`src/verilog/mctc_map.svh`:
```
// offsets, field positions, reset values and divider counts of the clock tree control
// assumes inclusion by bare name from the top module and the property checker
`ifndef MCTC_MAP_SVH
`define MCTC_MAP_SVH

// ****************************************
// register offsets and reset values
// ****************************************
`define MCTC_REG_PWR_DIV 7'h04
`define MCTC_REG_OUT_CLK 7'h07
`define MCTC_PWR_DIV_RST 8'h00
`define MCTC_OUT_CLK_RST 8'h00

// ****************************************
// field positions
// ****************************************
`define MCTC_MDIV_MSB 1
`define MCTC_MDIV_LSB 0
`define MCTC_PWR_MSB 5
`define MCTC_PWR_LSB 4
`define MCTC_ODIV_MSB 1
`define MCTC_ODIV_LSB 0
`define MCTC_APPLIED_BIT 7

// ****************************************
// divider periods, stored as period minus one; then channel count and decimation log2 limits
// ****************************************
`define MCTC_PER_DIV1 5'h00
`define MCTC_PER_DIV2 5'h01
`define MCTC_PER_DIV4 5'h03
`define MCTC_PER_DIV8 5'h07
`define MCTC_PER_DIV32 5'h1F
`define MCTC_NUM_CH 8
`define MCTC_DEC_MIN 4'h5
`define MCTC_DEC_MAX 4'hA

`endif

```
`src/verilog/mctc_pkg.sv`:
```
// types shared by the clock tree control modules
// assumes the map header sits on the include path
package mctc_pkg;
  typedef enum logic [1:0] {
    MCTC_PWR_LOW = 2'h0,
    MCTC_PWR_MED = 2'h1,
    MCTC_PWR_FAST = 2'h2,
    MCTC_PWR_RSVD = 2'h3
  } mctc_pwr_e;
  typedef logic [4:0] mctc_per_t;
  typedef logic [1:0] mctc_code_t;
  typedef struct packed {
    mctc_pwr_e pwr;
    mctc_code_t mdiv;
    mctc_code_t odiv;
  } mctc_cfg_s;
endpackage : mctc_pkg

```
`src/verilog/mctc_clk_if.sv`:
```
// divided clock as seen by its users: level, edge pulses and the setting it runs with
// assumes one clock domain shared by source and sink
`timescale 1ns/1ps
interface mctc_clk_if;
  logic lvl;
  logic rise;
  logic fall;
  logic [1:0] tag;
  modport src (output lvl, output rise, output fall, output tag);
  modport snk (input lvl, input rise, input fall, input tag);
endinterface : mctc_clk_if

```
`src/verilog/mctc_div.sv`:
```
// programmable divider of the master clock with a setting tag
// assumes period and tag inputs are stable in the wrap cycle
`timescale 1ns/1ps
module mctc_div import mctc_pkg::*; #(
  parameter mctc_per_t RST_PER = 5'h00
) (
  // clock and reset
  input wire logic clk,
  input wire logic rst_n,
  // requested setting
  input wire mctc_per_t per_in,
  input wire logic [1:0] tag_in,
  // divided clock
  mctc_clk_if.src out
);
  mctc_per_t cnt, next_cnt, per, next_per, half;
  logic [1:0] tag, next_tag;
  logic lvl, next_lvl, rise, next_rise, fall, next_fall;

  // new settings only take hold at a period boundary, so no runt pulse
  always_comb begin
    next_cnt = (cnt == per) ? 5'h00 : 5'(cnt + 5'h01);
    next_per = (cnt == per) ? per_in : per;
    next_tag = (cnt == per) ? tag_in : tag;
    half = 5'((6'(next_per) + 6'h01) >> 1);
    next_rise = (next_cnt == 5'h00);
    next_fall = (next_per != 5'h00) && (next_cnt == half);
    // period of one cycle: level cannot toggle faster, holds high
    next_lvl = (next_per == 5'h00) || (next_cnt < half);
  end

  always_ff @(posedge clk or negedge rst_n) begin
    if (!rst_n) begin
      // start on the wrap: the first period opens with its rise pulse
      cnt <= RST_PER;
      per <= RST_PER;
      tag <= 2'h0;
      lvl <= 1'b0;
      rise <= 1'b0;
      fall <= 1'b0;
    end else begin
      cnt <= next_cnt;
      per <= next_per;
      tag <= next_tag;
      lvl <= next_lvl;
      rise <= next_rise;
      fall <= next_fall;
    end
  end

  assign out.lvl = lvl;
  assign out.rise = rise;
  assign out.fall = fall;
  assign out.tag = tag;
endmodule : mctc_div

```
`src/verilog/mctc_chan.sv`:
```
// clock, sample strobe and bias of one converter core
// assumes the shared modulator clock arrives from a single divider
`timescale 1ns/1ps
module mctc_chan import mctc_pkg::*; (
  // clock and reset
  input wire logic clk,
  input wire logic rst_n,
  // shared modulator clock
  mctc_clk_if.snk mod,
  // core outputs
  output logic mod_clk,
  output logic sample,
  output logic [1:0] bias
);
  logic next_mod_clk, next_sample;
  logic [1:0] next_bias;

  always_comb begin
    next_mod_clk = mod.lvl;
    next_sample = mod.rise || mod.fall;
    // bias moves with the period boundary that carried it
    next_bias = mod.rise ? mod.tag : bias;
  end

  always_ff @(posedge clk or negedge rst_n) begin
    if (!rst_n) begin
      mod_clk <= 1'b0;
      sample <= 1'b0;
      bias <= 2'h0;
    end else begin
      mod_clk <= next_mod_clk;
      sample <= next_sample;
      bias <= next_bias;
    end
  end
endmodule : mctc_chan

```
`src/verilog/mctc_top.sv`:
```
// clock tree and power scaling control of the multichannel converter
// assumes all inputs are synchronous to the master clock CLK
//
// What this block does
// - every converter core is clocked from one shared divider of the one master clock.
// - the master clock source is one of logic clock, crystal pins or differential input.
// - modulator clock and output data clock are both derived from and synchronous to CLK.
// - each core samples twice per modulator clock period, on both of its edges.
// - the modulator clock is the master clock divided by 4, 8 or 32.
// - divider and power mode together set modulator clock rate and core bias.
// - one divider and one power mode serve all channels, none per channel.
// - in register mode power mode and divider are chosen independently.
// - in register mode power and divider sit at 0x04 and output clock rate at 0x07.
// - in pin mode power mode, modulator rate and output clock rate come from mode pins.
// - in pin mode the divider follows power: 32 low power, 8 median, 4 fast.
// - the output data clock is the master clock divided by 1, 2, 4 or 8; at 1 its level holds high and only the tick pulses.
// - the output data clock runs continuously, never gated to transfers.
`timescale 1ns/1ps
`include "mctc_map.svh"
module mctc_top import mctc_pkg::*; (
  // clock and reset
  input wire logic CLK,
  input wire logic RST_N,
  // clock source straps and crystal pins
  input wire logic [1:0] CLK_SRC_SEL,
  input wire logic CRYSTAL_PIN_A,
  output logic CRYSTAL_PIN_B_O,
  output logic CRYSTAL_PIN_B_OE,
  output logic [1:0] CLK_SRC,
  // control mode and mode select pins
  input wire logic PIN_CTRL,
  input wire logic [3:0] MODE_SELECT_PINS,
  // register port from the serial control interface
  input wire logic REG_WR_EN,
  input wire logic REG_RD_EN,
  input wire logic [6:0] REG_ADDR,
  input wire logic [7:0] REG_WDATA,
  output logic [7:0] REG_RDATA,
  output logic REG_RD_VALID,
  // digital filter decimation, as log2 of the ratio
  input wire logic [3:0] DECIM_LOG2,
  // converter core clocks
  output logic [`MCTC_NUM_CH-1:0] MOD_CLK,
  output logic [`MCTC_NUM_CH-1:0] SAMPLE_STROBE,
  output logic [2*`MCTC_NUM_CH-1:0] MOD_BIAS,
  // output data clock and rate strobes
  output logic DATA_OUTPUT_CLOCK,
  output logic DATA_CLK_TICK,
  output logic ODR_STROBE
);

  // ****************************************
  // clock source strap
  // ****************************************
  // the strap is caught in the first cycle after reset release, then frozen
  logic src_done, next_src_done;
  logic [1:0] src, next_src;
  logic xtal_b, next_xtal_b, xtal_oe, next_xtal_oe;

  always_comb begin
    next_src_done = 1'b1;
    next_src = src_done ? src : CLK_SRC_SEL;
    // source code 1 means crystal: keep the oscillator pin driven
    next_xtal_oe = (next_src == 2'h1);
    next_xtal_b = next_xtal_oe ? ~CRYSTAL_PIN_A : 1'b0;
  end

  always_ff @(posedge CLK or negedge RST_N) begin
    if (!RST_N) begin
      src_done <= 1'b0;
      src <= 2'h0;
      xtal_b <= 1'b0;
      xtal_oe <= 1'b0;
    end else begin
      src_done <= next_src_done;
      src <= next_src;
      xtal_b <= next_xtal_b;
      xtal_oe <= next_xtal_oe;
    end
  end

  assign CLK_SRC = src;
  assign CRYSTAL_PIN_B_O = xtal_b;
  assign CRYSTAL_PIN_B_OE = xtal_oe;

  // ****************************************
  // configuration registers
  // ****************************************
  logic [7:0] pwr_div_cfg, next_pwr_div_cfg;
  logic [7:0] out_clk_cfg, next_out_clk_cfg;
  logic [7:0] rdata, next_rdata;
  logic rd_valid, next_rd_valid;
  logic applied;

  always_comb begin
    next_pwr_div_cfg = pwr_div_cfg;
    next_out_clk_cfg = out_clk_cfg;
    if (REG_WR_EN && (REG_ADDR == `MCTC_REG_PWR_DIV)) begin
      next_pwr_div_cfg = REG_WDATA;
    end
    if (REG_WR_EN && (REG_ADDR == `MCTC_REG_OUT_CLK)) begin
      next_out_clk_cfg = REG_WDATA;
    end
    next_rd_valid = REG_RD_EN;
    next_rdata = 8'h00;
    if (REG_RD_EN) begin
      unique case (REG_ADDR)
        `MCTC_REG_PWR_DIV: next_rdata = pwr_div_cfg;
        `MCTC_REG_OUT_CLK: begin
          next_rdata = out_clk_cfg;
          next_rdata[`MCTC_APPLIED_BIT] = applied;
        end
        default: next_rdata = 8'h00;
      endcase
    end
  end

  always_ff @(posedge CLK or negedge RST_N) begin
    if (!RST_N) begin
      pwr_div_cfg <= `MCTC_PWR_DIV_RST;
      out_clk_cfg <= `MCTC_OUT_CLK_RST;
      rdata <= 8'h00;
      rd_valid <= 1'b0;
    end else begin
      pwr_div_cfg <= next_pwr_div_cfg;
      out_clk_cfg <= next_out_clk_cfg;
      rdata <= next_rdata;
      rd_valid <= next_rd_valid;
    end
  end

  assign REG_RDATA = rdata;
  assign REG_RD_VALID = rd_valid;

  // ****************************************
  // requested settings
  // ****************************************
  // range checks against the mode are left to the host: any pairing is accepted
  mctc_cfg_s req;
  mctc_per_t mod_per, out_per;
  logic [1:0] mod_tag;

  always_comb begin
    if (PIN_CTRL) begin
      req.pwr = mctc_pwr_e'(MODE_SELECT_PINS[1:0]);
      req.odiv = MODE_SELECT_PINS[3:2];
      unique case (req.pwr)
        MCTC_PWR_LOW: req.mdiv = 2'h0;
        MCTC_PWR_MED: req.mdiv = 2'h1;
        default: req.mdiv = 2'h2;
      endcase
    end else begin
      // power and divider fields decode on their own
      req.pwr = mctc_pwr_e'(pwr_div_cfg[`MCTC_PWR_MSB:`MCTC_PWR_LSB]);
      req.mdiv = pwr_div_cfg[`MCTC_MDIV_MSB:`MCTC_MDIV_LSB];
      req.odiv = out_clk_cfg[`MCTC_ODIV_MSB:`MCTC_ODIV_LSB];
    end
    unique case (req.mdiv)
      2'h0: mod_per = `MCTC_PER_DIV32;
      2'h1: mod_per = `MCTC_PER_DIV8;
      default: mod_per = `MCTC_PER_DIV4;
    endcase
    unique case (req.odiv)
      2'h0: out_per = `MCTC_PER_DIV1;
      2'h1: out_per = `MCTC_PER_DIV2;
      2'h2: out_per = `MCTC_PER_DIV4;
      default: out_per = `MCTC_PER_DIV8;
    endcase
    // reserved power code runs as fast
    mod_tag = (req.pwr == MCTC_PWR_RSVD) ? 2'(MCTC_PWR_FAST) : 2'(req.pwr);
  end

  // ****************************************
  // shared modulator clock and core clocks
  // ****************************************
  mctc_clk_if mod_if ();
  mctc_clk_if out_if ();

  // one divider for all cores, so every core sees the same edge
  mctc_div #(.RST_PER(`MCTC_PER_DIV32)) u_mod_div (
    .clk (CLK),
    .rst_n (RST_N),
    .per_in (mod_per),
    .tag_in (mod_tag),
    .out (mod_if.src)
  );

  genvar ch;
  generate
    for (ch = 0; ch < `MCTC_NUM_CH; ch = ch + 1) begin : g_chan
      mctc_chan u_chan (
        .clk (CLK),
        .rst_n (RST_N),
        .mod (mod_if.snk),
        .mod_clk (MOD_CLK[ch]),
        .sample (SAMPLE_STROBE[ch]),
        .bias (MOD_BIAS[2*ch+1:2*ch])
      );
    end
  endgenerate

  // ****************************************
  // output data clock
  // ****************************************
  // free running: it never waits on a transfer
  mctc_div #(.RST_PER(`MCTC_PER_DIV1)) u_out_div (
    .clk (CLK),
    .rst_n (RST_N),
    .per_in (out_per),
    .tag_in (req.odiv),
    .out (out_if.src)
  );

  assign DATA_OUTPUT_CLOCK = out_if.lvl;
  assign DATA_CLK_TICK = out_if.rise;

  // readback bit: output divider runs with the requested rate, modulator divider with the requested power tag
  assign applied = (mod_if.tag == mod_tag) && (out_if.tag == req.odiv);

  // ****************************************
  // output data rate strobe
  // ****************************************
  // ratio changes are taken at a frame boundary to keep channels framed alike
  logic [9:0] dec_cnt, next_dec_cnt;
  logic [9:0] dec_last, next_dec_last;
  logic [3:0] dec_log2;
  logic odr, next_odr;

  always_comb begin
    if (DECIM_LOG2 < `MCTC_DEC_MIN) begin
      dec_log2 = `MCTC_DEC_MIN;
    end else if (DECIM_LOG2 > `MCTC_DEC_MAX) begin
      dec_log2 = `MCTC_DEC_MAX;
    end else begin
      dec_log2 = DECIM_LOG2;
    end
    next_dec_cnt = dec_cnt;
    next_dec_last = dec_last;
    next_odr = 1'b0;
    if (mod_if.rise) begin
      if (dec_cnt >= dec_last) begin
        next_dec_cnt = 10'h000;
        next_dec_last = 10'((11'h001 << dec_log2) - 11'h001);
        next_odr = 1'b1;
      end else begin
        next_dec_cnt = 10'(dec_cnt + 10'h001);
      end
    end
  end

  always_ff @(posedge CLK or negedge RST_N) begin
    if (!RST_N) begin
      dec_cnt <= 10'h000;
      dec_last <= 10'h01F;
      odr <= 1'b0;
    end else begin
      dec_cnt <= next_dec_cnt;
      dec_last <= next_dec_last;
      odr <= next_odr;
    end
  end

  assign ODR_STROBE = odr;

endmodule : mctc_top

```
`config.mk`:
```
export PLATFORM = sky130hd
export DESIGN_NAME = mctc_top
export DESIGN_NICKNAME = d
export VERILOG_FILES = /design/src/verilog/mctc_pkg.sv /design/src/verilog/mctc_clk_if.sv /design/src/verilog/mctc_div.sv /design/src/verilog/mctc_chan.sv /design/src/verilog/mctc_top.sv
export VERILOG_INCLUDE_DIRS = /design/src /design/src/verilog
export SDC_FILE = /design/constraint.sdc
export NUM_CORES = 1
export LEC_CHECK = 0
export ABC_CLOCK_PERIOD_IN_PS = 3200
export BUFFER_PORTS_ARGS = -buffer_cell sky130_fd_sc_hd__buf_2
export CORE_MARGIN = 2
export CORE_UTILIZATION = 30
export DETAILED_ROUTE_END_ITERATION = 7
export SLEW_MARGIN = 5
export SYNTH_ARGS = -nofsm -noshare
export SYNTH_HDL_FRONTEND = slang
export SYNTH_SLANG_ARGS = --single-unit
```
`constraint.sdc`:
```
create_clock -name CLK -period 3.2 [get_ports CLK]
set_input_delay 0.96 -clock CLK [delete_from_list [all_inputs] [get_ports CLK]]
set_output_delay 0.96 -clock CLK [all_outputs]
set_load 0.05 [all_outputs]
```
==> results.txt <==
TritonCTS Sinks -> 83
Synth cell types -> 57
arrival time worst endpoint -> 3.19 ns
WS Path Type -> reg -> reg
fin nets -> 541
synthesized instance count -> 419
ys flop type -> dfrtp_1
Fin. Hold Viols -> 0
global-route wire length before repair -> 14.6 mm
Longest Clk Path Bufs -> 2
initial antenna violation count -> 0
Total GRT Usage -> 0.112
post-synthesis simple-gate area fraction -> 0.133
Via Count -> 3170
vias in the first global route -> 3105
Hold WS -> 0.369 ns
EDFF count, synth -> 0
Initial Utilization -> 0.309
Avg Cell Area, Syn -> 10.8 µm²
mux cell area share after synthesis -> 0.0926
Skew-Pair Late Insertion Delay -> 0.34 ns
routed wire length -> 8.75 mm
peak supply drop -> 0.614 mV
min Tclk post-route -> 2.93 ns
Die Ht -> 127 µm
unrepaired setup endpoints after global routing -> false
setup_tns -> 0 ns
Synth async-reset ratio -> 1.00
largest family of logic cells by synthesized area -> simple AND/OR/NAND/NOR gates
area of the multi-input gates -> 2050 µm²
Worst-Margin Slew -> 0.510 ns
Root Driver -> clkbuf_16
register area share after synthesis -> 0.464
leak pwr -> 0.00256 µW
pin count of the biggest net entering global routing -> 37
CP Max Fanout -> 6
CTS hold repair buffers -> 0
Max-Cap Viols -> 0
finished layout cell area -> 5270 µm²
Inst Count DP -> 654
initial DRC count -> 94
I/O Pins -> 79
CP required -> 3.46 ns
critical path's slowest cell -> dfstp_2
die area -> 16000 µm²
Synth Area in Compound Gates -> 0.0909
period utilisation layout -> 0.916
Max stage delay on crit path -> 0.60 ns
Crit. End Element -> register
routability cong. -> 0.801
most used cell, CP -> o21a_1
Synth Area in Adders -> 0.0749
clock skew -> 0.00797 ns
post-synthesis cell area -> 4510 µm²
dpl hpwl -> 6.57 mm
Relative slew margins -> 0.660
grt ovf -> 0
TritonCTS clock tree -> built
CP Cell Sequence -> xnor2_1 -> nand3_1 -> nor3_2 -> mux2_2 -> xnor2_1 -> ha_1 -> nor2b_1 -> o21a_1 -> o21a_1 -> o21a_1 -> o2bb2ai_1
row cnt -> 44
PwrDens -> 860 nW/µm²
pins over their slew limit -> 0
worst min-delay path class -> reg -> reg
number of H-tree levels -> 3
fin cells -> 672
antenna cells -> 0
area grow syn2layout -> 16.9%
via density per instance -> 4.72
placed cell area -> 4960 µm²
sequential cell area -> 2100 µm²
Core ar. -> 14600 µm²
post-synthesis xor/xnor area fraction -> 0.0602
wire per inst -> 13.0 µm
fraction of final layout cells sized beyond drive strength 1 -> 0.342
CTS Buf Count -> 9
CP startpoint kind -> register
Die Wd -> 127 µm
DRC Markers -> 0
highest achievable clock rate -> 341 MHz
PortBufs -> 78
status -> complete, no violations
Synth Register Bits -> 83
First-pass DRT Iterations -> 4
Final setup violation count -> 0
Antenna Violating Nets Remaining -> 0
fillcell total -> 1435
Reg clk slew, reported paths -> 0.06 ns
Yosys warnings -> 0
## kinds of logic (layout without fill, tap and decap cells)
kind of cell / Yosys count / after routing
simple gates: 113 / 113
other cells: 1 / 3
compound gates: 61 / 61
buf+inv: 66 / 133
fa+ha+maj: 27 / 27
flops: 83 / 83
mux: 37 / 37
xor+xnor: 31 / 31
## power by group
group          switching, µW  internal, µW  leakage [µW]  total [µW]
registers                252          1280       0.00103        1530
logic                   1260           730       0.00139        1990
clock network            409           607      0.000133        1020
total                   1920          2620       0.00256        4540
## worst paths after layout
check	from	endpoint	slack, ns	depth (start not counted)
worst max-delay path	u_mod_div.cnt[2]$_DFF_PN1_	u_mod_div.out.lvl$_DFF_PN0_	0.27	11
worst min-delay path	u_mod_div.out.lvl$_DFF_PN0_	g_chan[7].u_chan.mod_clk$_DFF_PN0_	0.37	0
worst max register to register	u_mod_div.cnt[2]$_DFF_PN1_	u_mod_div.out.lvl$_DFF_PN0_	0.27	11
worst min register to register	u_mod_div.out.lvl$_DFF_PN0_	g_chan[7].u_chan.mod_clk$_DFF_PN0_	0.37	0
max in group asynchronous	RST_N	u_mod_div.per[1]$_DFF_PN1_	1.91	2
min in group asynchronous	RST_N	dec_last[8]$_DFFE_PN0P_	0.58	1
## timing repair
item | 4_1_cts | 5_1_grt
gates resized for setup | 0 | 1
setup buffers | 0 | 2
setup endpoints to repair | 0 | 1
endpoints found under the hold margin | 0 | 0
## per-layer routing
metal,track usage,part of all wire
met2,0.187,0.49
met3,0.0299,0.043
met1,0.140,0.46
met5,0,0
met4,0.0401,0.012
## stage by stage
step | utilization | total power, µW | worst slack [ns]
after floorplan | - | 3220 | 0.0726
after global placement | 0.340 | 3470 | 0.0606
after detailed placement | 0.340 | 3520 | 0.0000344
after CTS | 0.360 | 4560 | 0.239
after global routing | 0.361 | 4850 | 0.0106
final | 0.361 | 4540 | 0.269
## Yosys cell counts (all sizes together) (2+ instances only)
| cell type | n | area share |
|---|---|---|
| a21boi | 3 | 0.0050 |
| a21oi | 14 | 0.016 |
| a22oi | 7 | 0.012 |
| a31oi | 2 | 0.0028 |
| a41o | 3 | 0.0067 |
| and3 | 3 | 0.0042 |
| buf | 35 | 0.057 |
| clkbuf | 6 | 0.0053 |
| dfrtp | 68 | 0.38 |
| dfstp | 15 | 0.087 |
| ha | 27 | 0.075 |
| inv | 25 | 0.021 |
| mux2 | 32 | 0.082 |
| mux2i | 5 | 0.011 |
| nand2 | 10 | 0.0083 |
| nand2b | 5 | 0.0091 |
| nand3 | 21 | 0.023 |
| nand4 | 4 | 0.0055 |
| nor2 | 36 | 0.031 |
| nor2b | 13 | 0.018 |
| nor3 | 8 | 0.010 |
| o21a | 4 | 0.0067 |
| o21ai | 16 | 0.018 |
| o31ai | 2 | 0.0033 |
| or2 | 6 | 0.0089 |
| xnor2 | 20 | 0.039 |
| xor2 | 11 | 0.021 |
## flip-flops by register name (all words and copies together) (netlist names), 5 cells and up
signal,count
pwr_div_cfg,8
out_clk_cfg,7
u_out_div.cnt,5
u_mod_div.cnt,5
dec_cnt,10
u_mod_div.per,5
u_out_div.per,5
dec_last,10
REG_RDATA,8
## worst max-delay path, delay by kind of cell (launching register included)
kind / cells / cell delay [ns]
AOI/OAI and AO/OA: 4 / 0.65
and+or+nand+nor: 3 / 0.61
DFF: 1 / 0.60
muxes: 1 / 0.41
adders and majority gates: 1 / 0.31
xor gates and xnor gates: 2 / 0.28
## placed cells by master (no fill, tap or decap), drive strengths merged, types with 2 or more instances in the layout
cell type and n:
a21boi 3, a21oi 14, a22oi 7, a31oi 2, a41o 3, and3 3, buf 92, clkbuf 12
clkinvlp 2, conb 3, dfrtp 68, dfstp 15, ha 27, inv 25, mux2 32, mux2i 5
nand2 10, nand2b 5, nand3 21, nand4 4, nor2 36, nor2b 13, nor3 8, o21a 4
o21ai 16, o31ai 2, or2 6, xnor2 20, xor2 11
## final cells by class
class | instances | area share
multi-input combinational | 272 | 0.389
timing repair buffer | 92 | 0.0968
clock inverter | 4 | 0.0102
inverter | 25 | 0.0178
sequential | 83 | 0.397
tap | 184 | 0.0437
clock buffer | 12 | 0.0448
(Power assumes the default switching activity.)
